===== src/hw/poc_pkg.sv =====
package poc_pkg;

	// ============================================================
	// Port map and command word layout
	localparam logic [15:0] PORT_MASTER_BASE = 16'h0020;
	localparam logic [15:0] PORT_SLAVE_BASE = 16'h00A0;
	localparam int SEL_HI = 4;
	localparam int SEL_LO = 3;
	localparam logic [1:0] SEL_EOI_ROTATE = 2'h0;
	localparam logic [1:0] SEL_MASK_POLL = 2'h1;
	localparam int CODE_HI = 7;
	localparam int CODE_LO = 5;
	localparam int LVL_HI = 2;
	localparam int LVL_LO = 0;
	localparam int BIT_SPECIAL_MASK = 6;
	localparam int BIT_SPECIAL_ENABLE = 5;
	localparam int BIT_POLL = 2;
	localparam int BIT_READ_ACT = 1;
	localparam int BIT_READ_ISR = 0;
	localparam int CASCADE_LEVEL = 2;
	localparam int POLL_VALID_BIT = 7;

	// ============================================================
	// End-of-service and rotation command codes
	localparam logic [2:0] CMD_ROT_AUTO_CLR = 3'h0;
	localparam logic [2:0] CMD_EOI_NONSPEC = 3'h1;
	localparam logic [2:0] CMD_NOP = 3'h2;
	localparam logic [2:0] CMD_EOI_SPEC = 3'h3;
	localparam logic [2:0] CMD_ROT_AUTO_SET = 3'h4;
	localparam logic [2:0] CMD_ROT_NONSPEC = 3'h5;
	localparam logic [2:0] CMD_SET_PRIO = 3'h6;
	localparam logic [2:0] CMD_ROT_SPEC = 3'h7;

	// ============================================================
	// Values after reset or initialization
	localparam logic [2:0] RST_CMD = CMD_EOI_NONSPEC;
	localparam logic [2:0] RST_LOWEST = 3'h7;
	localparam logic RST_SPECIAL_MASK = 1'b0;
	localparam logic RST_READ_ISR = 1'b0;
	localparam int SYNC_STAGES = 3;

	typedef struct packed {
		logic [1:0][7:0] in_service_register;
		logic [1:0][2:0] lowest;
		logic [1:0] rot_auto;
		logic [1:0] special_mask;
		logic [1:0] read_isr;
		logic [1:0] poll;
		logic [1:0][2:0] cmd;
		logic [SYNC_STAGES-1:0][15:0] sync;
		logic [15:0] irq_stable;
		logic [7:0] rdata;
		logic rvalid;
		logic [3:0] ack_level;
		logic ack_valid;
	} poc_state_t;

endpackage

===== src/hw/poc_command_words.sv =====
`timescale 1ns/1ps
// Function
// - After reset or init: fully nested, non-rotating non-specific EOI default.
// - Both command words at base port; bits 4:3 pick which word.
// - Code 001 clears highest in-service bit; code 010 does nothing.
// - Code 011 clears in-service bit of the selected level, no rotation.
// - Code 100 enables rotation in auto end of service; 000 disables.
// - Code 101 clears highest in-service bit and makes it lowest.
// - Code 110 sets priority order from selected level, no clearing.
// - Code 111 clears selected level's in-service bit, makes it lowest.
// - Bits 2:0 give binary level 0-7 (master) or 8-15 (slave).
// - Command field of second word resets to non-specific EOI.
// - Third word resets with special mask off, read request register.
// - Special mask mode changes only when the enable bit is set.
// - In special mask mode unmasked levels not in service interrupt regardless of priority.
// - Poll bit makes next read an acknowledge returning encoded level.
// - Bits 1:0 pick read source: 10 request, 11 in-service.
// - After initialization a base port read returns the request register.
// - Read selection persists across reads until rewritten.
// - Fourth init word bit 1 selects automatic end of service mode.
// - Masking master input 2 blocks all slave requests.
module poc_command_words
	import poc_pkg::*;
(
	// Clock and reset
	input wire logic i_clk_sys,
	input wire logic i_rst_b,
	// Host I/O cycles
	input wire logic i_io_wr,
	input wire logic i_io_rd,
	input wire logic [15:0] i_io_addr,
	input wire logic [7:0] i_io_wdata,
	output logic [7:0] o_io_rdata,
	output logic o_io_rdata_valid,
	// Interrupt acknowledge from the processor
	input wire logic i_int_ack,
	output logic o_intr,
	output logic [3:0] o_ack_level,
	output logic o_ack_valid,
	// Request pins and settings from the init and mask logic
	input wire logic [15:0] i_irq,
	input wire logic [15:0] i_chan_mask,
	input wire logic [1:0] i_auto_eoi,
	input wire logic [1:0] i_init_done
);

	poc_state_t q;
	poc_state_t next_q;
	logic [1:0][7:0] req;
	logic [1:0][3:0] win;
	logic [1:0][3:0] top;

	// ============================================================
	// Priority resolution
	// Returns {found, level}; scans from lowest down to lowest+1 so the last
	// hit, the first in rotated order, wins.
	function automatic logic [3:0] first_hit(input logic [7:0] v,
		input logic [2:0] lowest);
		logic [3:0] r;
		logic [2:0] l;
		r = 4'h0;
		for (int i = 8; i >= 1; i--) begin
			l = 3'(lowest + 3'(i));
			if (v[l]) begin
				r = {1'b1, l};
			end
		end
		return r;
	endfunction

	function automatic logic [2:0] rank(input logic [2:0] l,
		input logic [2:0] lowest);
		return 3'(l - lowest - 3'h1);
	endfunction

	always_comb begin
		logic [3:0] cand;
		cand = 4'h0;
		req = '0;
		win = '0;
		top = '0;
		for (int c = 1; c >= 0; c--) begin
			req[c] = q.irq_stable[8*c +: 8] & ~i_chan_mask[8*c +: 8];
			if (c == 0) begin
				req[0][CASCADE_LEVEL] = win[1][3] & ~i_chan_mask[CASCADE_LEVEL];
			end
			top[c] = first_hit(q.in_service_register[c], q.lowest[c]);
			cand = first_hit(req[c] & ~q.in_service_register[c], q.lowest[c]);
			if (q.special_mask[c]) begin
				win[c] = cand;
			end else if (cand[3] && (!top[c][3] ||
				rank(cand[2:0], q.lowest[c]) < rank(top[c][2:0], q.lowest[c]))) begin
				win[c] = cand;
			end
		end
	end

	// ============================================================
	// Next state
	always_comb begin
		logic [2:0] code;
		logic [2:0] lvl;
		logic sel_c;
		logic hit;
		logic [1:0] ack_c;
		next_q = q;
		code = i_io_wdata[CODE_HI:CODE_LO];
		lvl = i_io_wdata[LVL_HI:LVL_LO];
		sel_c = (i_io_addr == PORT_SLAVE_BASE);
		hit = (i_io_addr == PORT_MASTER_BASE) || sel_c;
		ack_c = '0;
		next_q.rvalid = 1'b0;
		next_q.ack_valid = 1'b0;

		// Three stages; a change counts once the last two agree.
		next_q.sync[0] = i_irq;
		for (int s = 1; s < SYNC_STAGES; s++) begin
			next_q.sync[s] = q.sync[s-1];
		end
		for (int b = 0; b < 16; b++) begin
			if (q.sync[1][b] == q.sync[2][b]) begin
				next_q.irq_stable[b] = q.sync[2][b];
			end
		end

		// Reads: a pending poll turns the read into an acknowledge.
		if (i_io_rd) begin
			next_q.rvalid = 1'b1;
			next_q.rdata = 8'h00;
			if (hit) begin
				if (q.poll[sel_c]) begin
					next_q.rdata = {win[sel_c][3], 4'h0, win[sel_c][2:0]};
					next_q.poll[sel_c] = 1'b0;
					ack_c[sel_c] = win[sel_c][3];
				end else if (q.read_isr[sel_c]) begin
					next_q.rdata = q.in_service_register[sel_c];
				end else begin
					next_q.rdata = q.irq_stable[8*sel_c +: 8];
				end
			end
		end

		// Processor acknowledge follows the cascade into the slave.
		if (i_int_ack && win[0][3]) begin
			ack_c[0] = 1'b1;
			ack_c[1] = (win[0][2:0] == 3'(CASCADE_LEVEL)) && win[1][3];
			next_q.ack_valid = 1'b1;
			next_q.ack_level = ack_c[1] ? {1'b1, win[1][2:0]} : {1'b0, win[0][2:0]};
		end
		for (int c = 0; c < 2; c++) begin
			if (ack_c[c] && i_auto_eoi[c] && q.rot_auto[c]) begin
				next_q.lowest[c] = win[c][2:0];
			end
		end

		// Command word writes.
		if (i_io_wr && hit) begin
			if (i_io_wdata[SEL_HI:SEL_LO] == SEL_EOI_ROTATE) begin
				next_q.cmd[sel_c] = code;
				case (code)
					CMD_EOI_NONSPEC: begin
						if (top[sel_c][3]) begin
							next_q.in_service_register[sel_c][top[sel_c][2:0]] = 1'b0;
						end
					end
					CMD_EOI_SPEC: begin
						next_q.in_service_register[sel_c][lvl] = 1'b0;
					end
					CMD_ROT_AUTO_SET: begin
						next_q.rot_auto[sel_c] = 1'b1;
					end
					CMD_ROT_AUTO_CLR: begin
						next_q.rot_auto[sel_c] = 1'b0;
					end
					CMD_ROT_NONSPEC: begin
						if (top[sel_c][3]) begin
							next_q.in_service_register[sel_c][top[sel_c][2:0]] = 1'b0;
							next_q.lowest[sel_c] = top[sel_c][2:0];
						end
					end
					CMD_SET_PRIO: begin
						next_q.lowest[sel_c] = lvl;
					end
					CMD_ROT_SPEC: begin
						next_q.in_service_register[sel_c][lvl] = 1'b0;
						next_q.lowest[sel_c] = lvl;
					end
					default: begin
						next_q.cmd[sel_c] = code;
					end
				endcase
			end else if (i_io_wdata[SEL_HI:SEL_LO] == SEL_MASK_POLL) begin
				if (i_io_wdata[BIT_SPECIAL_ENABLE]) begin
					next_q.special_mask[sel_c] = i_io_wdata[BIT_SPECIAL_MASK];
				end
				next_q.poll[sel_c] = i_io_wdata[BIT_POLL];
				if (i_io_wdata[BIT_READ_ACT]) begin
					next_q.read_isr[sel_c] = i_io_wdata[BIT_READ_ISR];
				end
			end
		end

		// An acknowledge marks its level after any end-of-service write in
		// the same cycle, so a fresh service bit is never lost to a clear.
		for (int c = 0; c < 2; c++) begin
			if (ack_c[c] && !i_auto_eoi[c]) begin
				next_q.in_service_register[c][win[c][2:0]] = 1'b1;
			end
		end

		// Completing the initialization words restores command defaults.
		for (int c = 0; c < 2; c++) begin
			if (i_init_done[c]) begin
				next_q.in_service_register[c] = 8'h00;
				next_q.lowest[c] = RST_LOWEST;
				next_q.rot_auto[c] = 1'b0;
				next_q.cmd[c] = RST_CMD;
				next_q.special_mask[c] = RST_SPECIAL_MASK;
				next_q.read_isr[c] = RST_READ_ISR;
				next_q.poll[c] = 1'b0;
			end
		end
	end

	always_ff @(posedge i_clk_sys) begin
		if (!i_rst_b) begin
			q <= '0;
			q.lowest <= {2{RST_LOWEST}};
			q.cmd <= {2{RST_CMD}};
			q.special_mask <= {2{RST_SPECIAL_MASK}};
			q.read_isr <= {2{RST_READ_ISR}};
		end else begin
			q <= next_q;
		end
	end

	assign o_io_rdata = q.rdata;
	assign o_io_rdata_valid = q.rvalid;
	assign o_intr = win[0][3];
	assign o_ack_level = q.ack_level;
	assign o_ack_valid = q.ack_valid;

	// ============================================================
	// Checks
	logic m_free;
	logic m_wr2;
	logic m_wr3;
	logic [2:0] m_code;
	// The command field is a net so that properties see its sampled value.
	assign m_code = i_io_wdata[CODE_HI:CODE_LO];
	assign m_free = !i_int_ack && !i_io_rd && !i_init_done[0];
	assign m_wr2 = i_io_wr && m_free && i_io_addr == PORT_MASTER_BASE &&
		i_io_wdata[SEL_HI:SEL_LO] == SEL_EOI_ROTATE;
	assign m_wr3 = i_io_wr && m_free && i_io_addr == PORT_MASTER_BASE &&
		i_io_wdata[SEL_HI:SEL_LO] == SEL_MASK_POLL;
endmodule


===== config.mk =====
export PLATFORM = sky130hd
export DESIGN_NAME = poc_command_words
export DESIGN_NICKNAME = d
export VERILOG_FILES = /design/src/hw/poc_pkg.sv /design/src/hw/poc_command_words.sv
export SDC_FILE = /design/constraint.sdc
export NUM_CORES = 1
export LEC_CHECK = 0
export ABC_AREA = 1
export BUFFER_PORTS_ARGS = -buffer_cell sky130_fd_sc_hd__buf_2
export CAP_MARGIN = 30
export CORE_UTILIZATION = 30
export CTS_CLUSTER_SIZE = 25
export DETAILED_ROUTE_END_ITERATION = 12
export PLACE_DENSITY = 0.51
export REMOVE_ABC_BUFFERS = 1
export SLEW_MARGIN = 20
export SYNTH_ARGS = -nofsm -noshare
export SYNTH_HDL_FRONTEND = slang
export SYNTH_SLANG_ARGS = --single-unit
export TNS_END_PERCENT = 20

===== constraint.sdc =====
create_clock -name i_clk_sys -period 15.9 [get_ports i_clk_sys]
set_clock_uncertainty 0.05 [all_clocks]
set_input_delay 0.795 -clock i_clk_sys [delete_from_list [all_inputs] [get_ports i_clk_sys]]
set_output_delay 0.795 -clock i_clk_sys [all_outputs]
set_load 0.02 [all_outputs]

==> impl_metrics.env <==
export IMPL_status="complete, no violations"
export IMPL_max_stage_delay_ns=0.82
export IMPL_whs_ns=0.3638
export IMPL_end_kind="output port"
export IMPL_hpwl_um=20920
export IMPL_dr_first_iter_drc_count=618
export IMPL_irDropWorstVdd_mv=0.04492
export IMPL_vias_per_cell=5.083
export IMPL_gp_congestion=0.9233
export IMPL_powerDensity_nw_per_um2=62.23
export IMPL_ios=80
export IMPL_wl_um=26570
export IMPL_ys_flop_type="dfxtp_1"
export IMPL_clock_latency_ns=0.36
export IMPL_grt_max_degree=70
export IMPL_slew_headroom_pct=43.96
export IMPL_die_area_um2=26930
export IMPL_die_x_um=164.1
export IMPL_cts_hold_buf=0
export IMPL_finalNetCount=1380
export IMPL_clock_root_buffer="clkbuf_16"
export IMPL_cts_resized=0
export IMPL_finalSetupViolCount=0
export IMPL_grt_use_total_pct=20.06
export IMPL_yosys_warnings=0
export IMPL_antenna_left=0
export IMPL_synth_area_leaders="dfxtp_1, nand2_1, inv_1, nand3_1, a21oi_1"
export IMPL_cts_tree="done"
export IMPL_worstPathRequired_ns=15.06
export IMPL_yosysMostFrequentCell="nand2_1"
export IMPL_worst_pin_slew_ns=0.8395
export IMPL_die_h_um=164.1
export IMPL_syn_to_final_growth_pct=10.78
export IMPL_crit_top_cell="nand3_1"
export IMPL_layout_min_cycle_time_ns=9.334
export IMPL_synth_edf_count=0
export IMPL_fp_row_count=58
export IMPL_fin_util_pct=34.28
export IMPL_firstDrtPassIters=4
export IMPL_critPathLaunchType="flip-flop"
export IMPL_drc=0
export IMPL_hold_viol=0
export IMPL_numCtsBuffers=9
export IMPL_async_reset_ff_share_pct=0
export IMPL_vias=8305
export IMPL_ys_seq_area_share_pct=27.43
export IMPL_p_leak_uw=0.004144
export IMPL_netlist_area_um2=7883
export IMPL_portBuffers=79
export IMPL_critPathMaxFanout=22
export IMPL_drive_above_1_share_pct=13.50
export IMPL_antenna_cells=0
export IMPL_worstSetupPathType="flip-flop to output port"
export IMPL_grt_remaining_overflow=0
export IMPL_cap_violations=0
export IMPL_slew_violations=0
export IMPL_hold_class="flip-flop to flip-flop"
export IMPL_fillers=2826
export IMPL_synth_seq_cells=108
export IMPL_rsz0062_at_grt="no"
export IMPL_antenna_found_initial=0
export IMPL_clockBufferDepth=2
export IMPL_wl_per_cell_um=16.26
export IMPL_dp_cells=1618
export IMPL_grt_pass1_wl_um=41510
export IMPL_fin_crit_sh_pct=58.71
export IMPL_synth_largest_area_cell="dfxtp_1"
export IMPL_start_util_pct=30.95
export IMPL_synth_cells_most_frequent="nand2_1, inv_1, nand3_1, dfxtp_1, a21oi_1"
export IMPL_cts_max_level=3
export IMPL_syn_area_per_cell_um2=6.261
export IMPL_arrival_ns=8.49
export IMPL_syn_inst=1259
export IMPL_clock_fmax_mhz=107.1
export IMPL_post_cts_setup_buffer_count=0
export IMPL_core_area_um2=25470
export IMPL_synth_top_area_share_pct=27.43
export IMPL_fin_tns_setup_ns=0
export IMPL_grt_pass1_vias=7636
export IMPL_synthDistinctLibCells=61
export IMPL_fin_cells=1634
export IMPL_clk_pin_slew_ns=0.08
export IMPL_clkSinkCount=108
export IMPL_slowest_stage="dfxtp_1"
-- path summary, 6_finish.rpt --
kind	startpoint	endpoint	slack, ns	cells after the start
hold reg to reg	next_q[54]	next_q[70]	0.36	2
hold / removal	next_q[54]	next_q[70]	0.36	2
setup / recovery	q[95]	o_intr	6.57	41
setup reg to reg	q[95]	q[92]	6.81	45
-- registers in the layout, indices dropped and copies added (netlist names), named ones only --
name	count
o_ack_valid	1
q	56
o_io_rdata_valid	1
next_q	32
o_io_rdata	8
o_ack_level	4
-- per-layer routing --
layer | share of wire (%) | wire, um | GRT usage [%]
met4 | 1.6 | 413 | 4.924
met5 | 0 | 0 | 0
met3 | 6.6 | 1742 | 2.854
met1 | 50 | 13160 | 29.23
met2 | 42 | 11250 | 30.72
-- power by group --
group / internal [uW] / switching (uW)
Combinational: 11.8 / 22.1
Clock: 112 / 119
Sequential: 275 / 2.07
Total: 400 / 144
-- worst max-delay path, delay by kind of cell, from the launching register on --
kind | cells | cell delay (ns)
AO/OA/AOI/OAI | 8 | 1.45
AND/OR/NAND/NOR | 17 | 1.83
adder cells (fa/ha/maj) | 6 | 2.25
XOR/XNOR | 4 | 0.70
buffers and inverters | 6 | 1.04
flip-flops | 1 | 0.82
-- through the flow --
stage	area (um^2)	power, uW	setup WS (ns)
final	8732	543.4	6.566
after global routing	8732	565.5	5.910
after CTS	8732	550.9	6.628
after detailed placement	8429	317.9	6.973
after global placement	8422	317.7	7.092
after floorplan	7557	298.8	8.240
-- area by class of cell --
class	count	area [um^2]	share of cell area, %
inverter	191	721.9	8.268
clock inverter	7	77.57	0.8884
multi-input combinational	902	4677	53.56
tap	330	412.9	4.728
timing repair buffer	87	455.4	5.216
sequential	108	2162	24.76
clock buffer	9	225.2	2.579
-- cell usage in the layout, fill, tap and decap left out, drive strengths merged, types with 7 or more instances in the layout --
cell / n
ha: 12
nor4: 7
a31oi: 8
clkinv: 7
buf: 87
o21ai: 95
a21oi: 100
xor2: 9
clkbuf: 9
nor3: 21
nand3: 141
nand4: 20
o211ai: 26
nor2: 96
inv: 191
nand2: 324
dfxtp: 108
-- kinds of logic after synthesis --
family | count (synthesis) | share of synthesized area [%]
and+or+nand+nor | 618 | 36.05
AOI/OAI and AO/OA | 251 | 18.10
buffers and inverters | 249 | 13.29
DFF | 108 | 27.43
adders and majority gates | 16 | 2.921
xor gates and xnor gates | 14 | 1.841
muxes | 3 | 0.3810
Power figures use the tool's default switching activity.
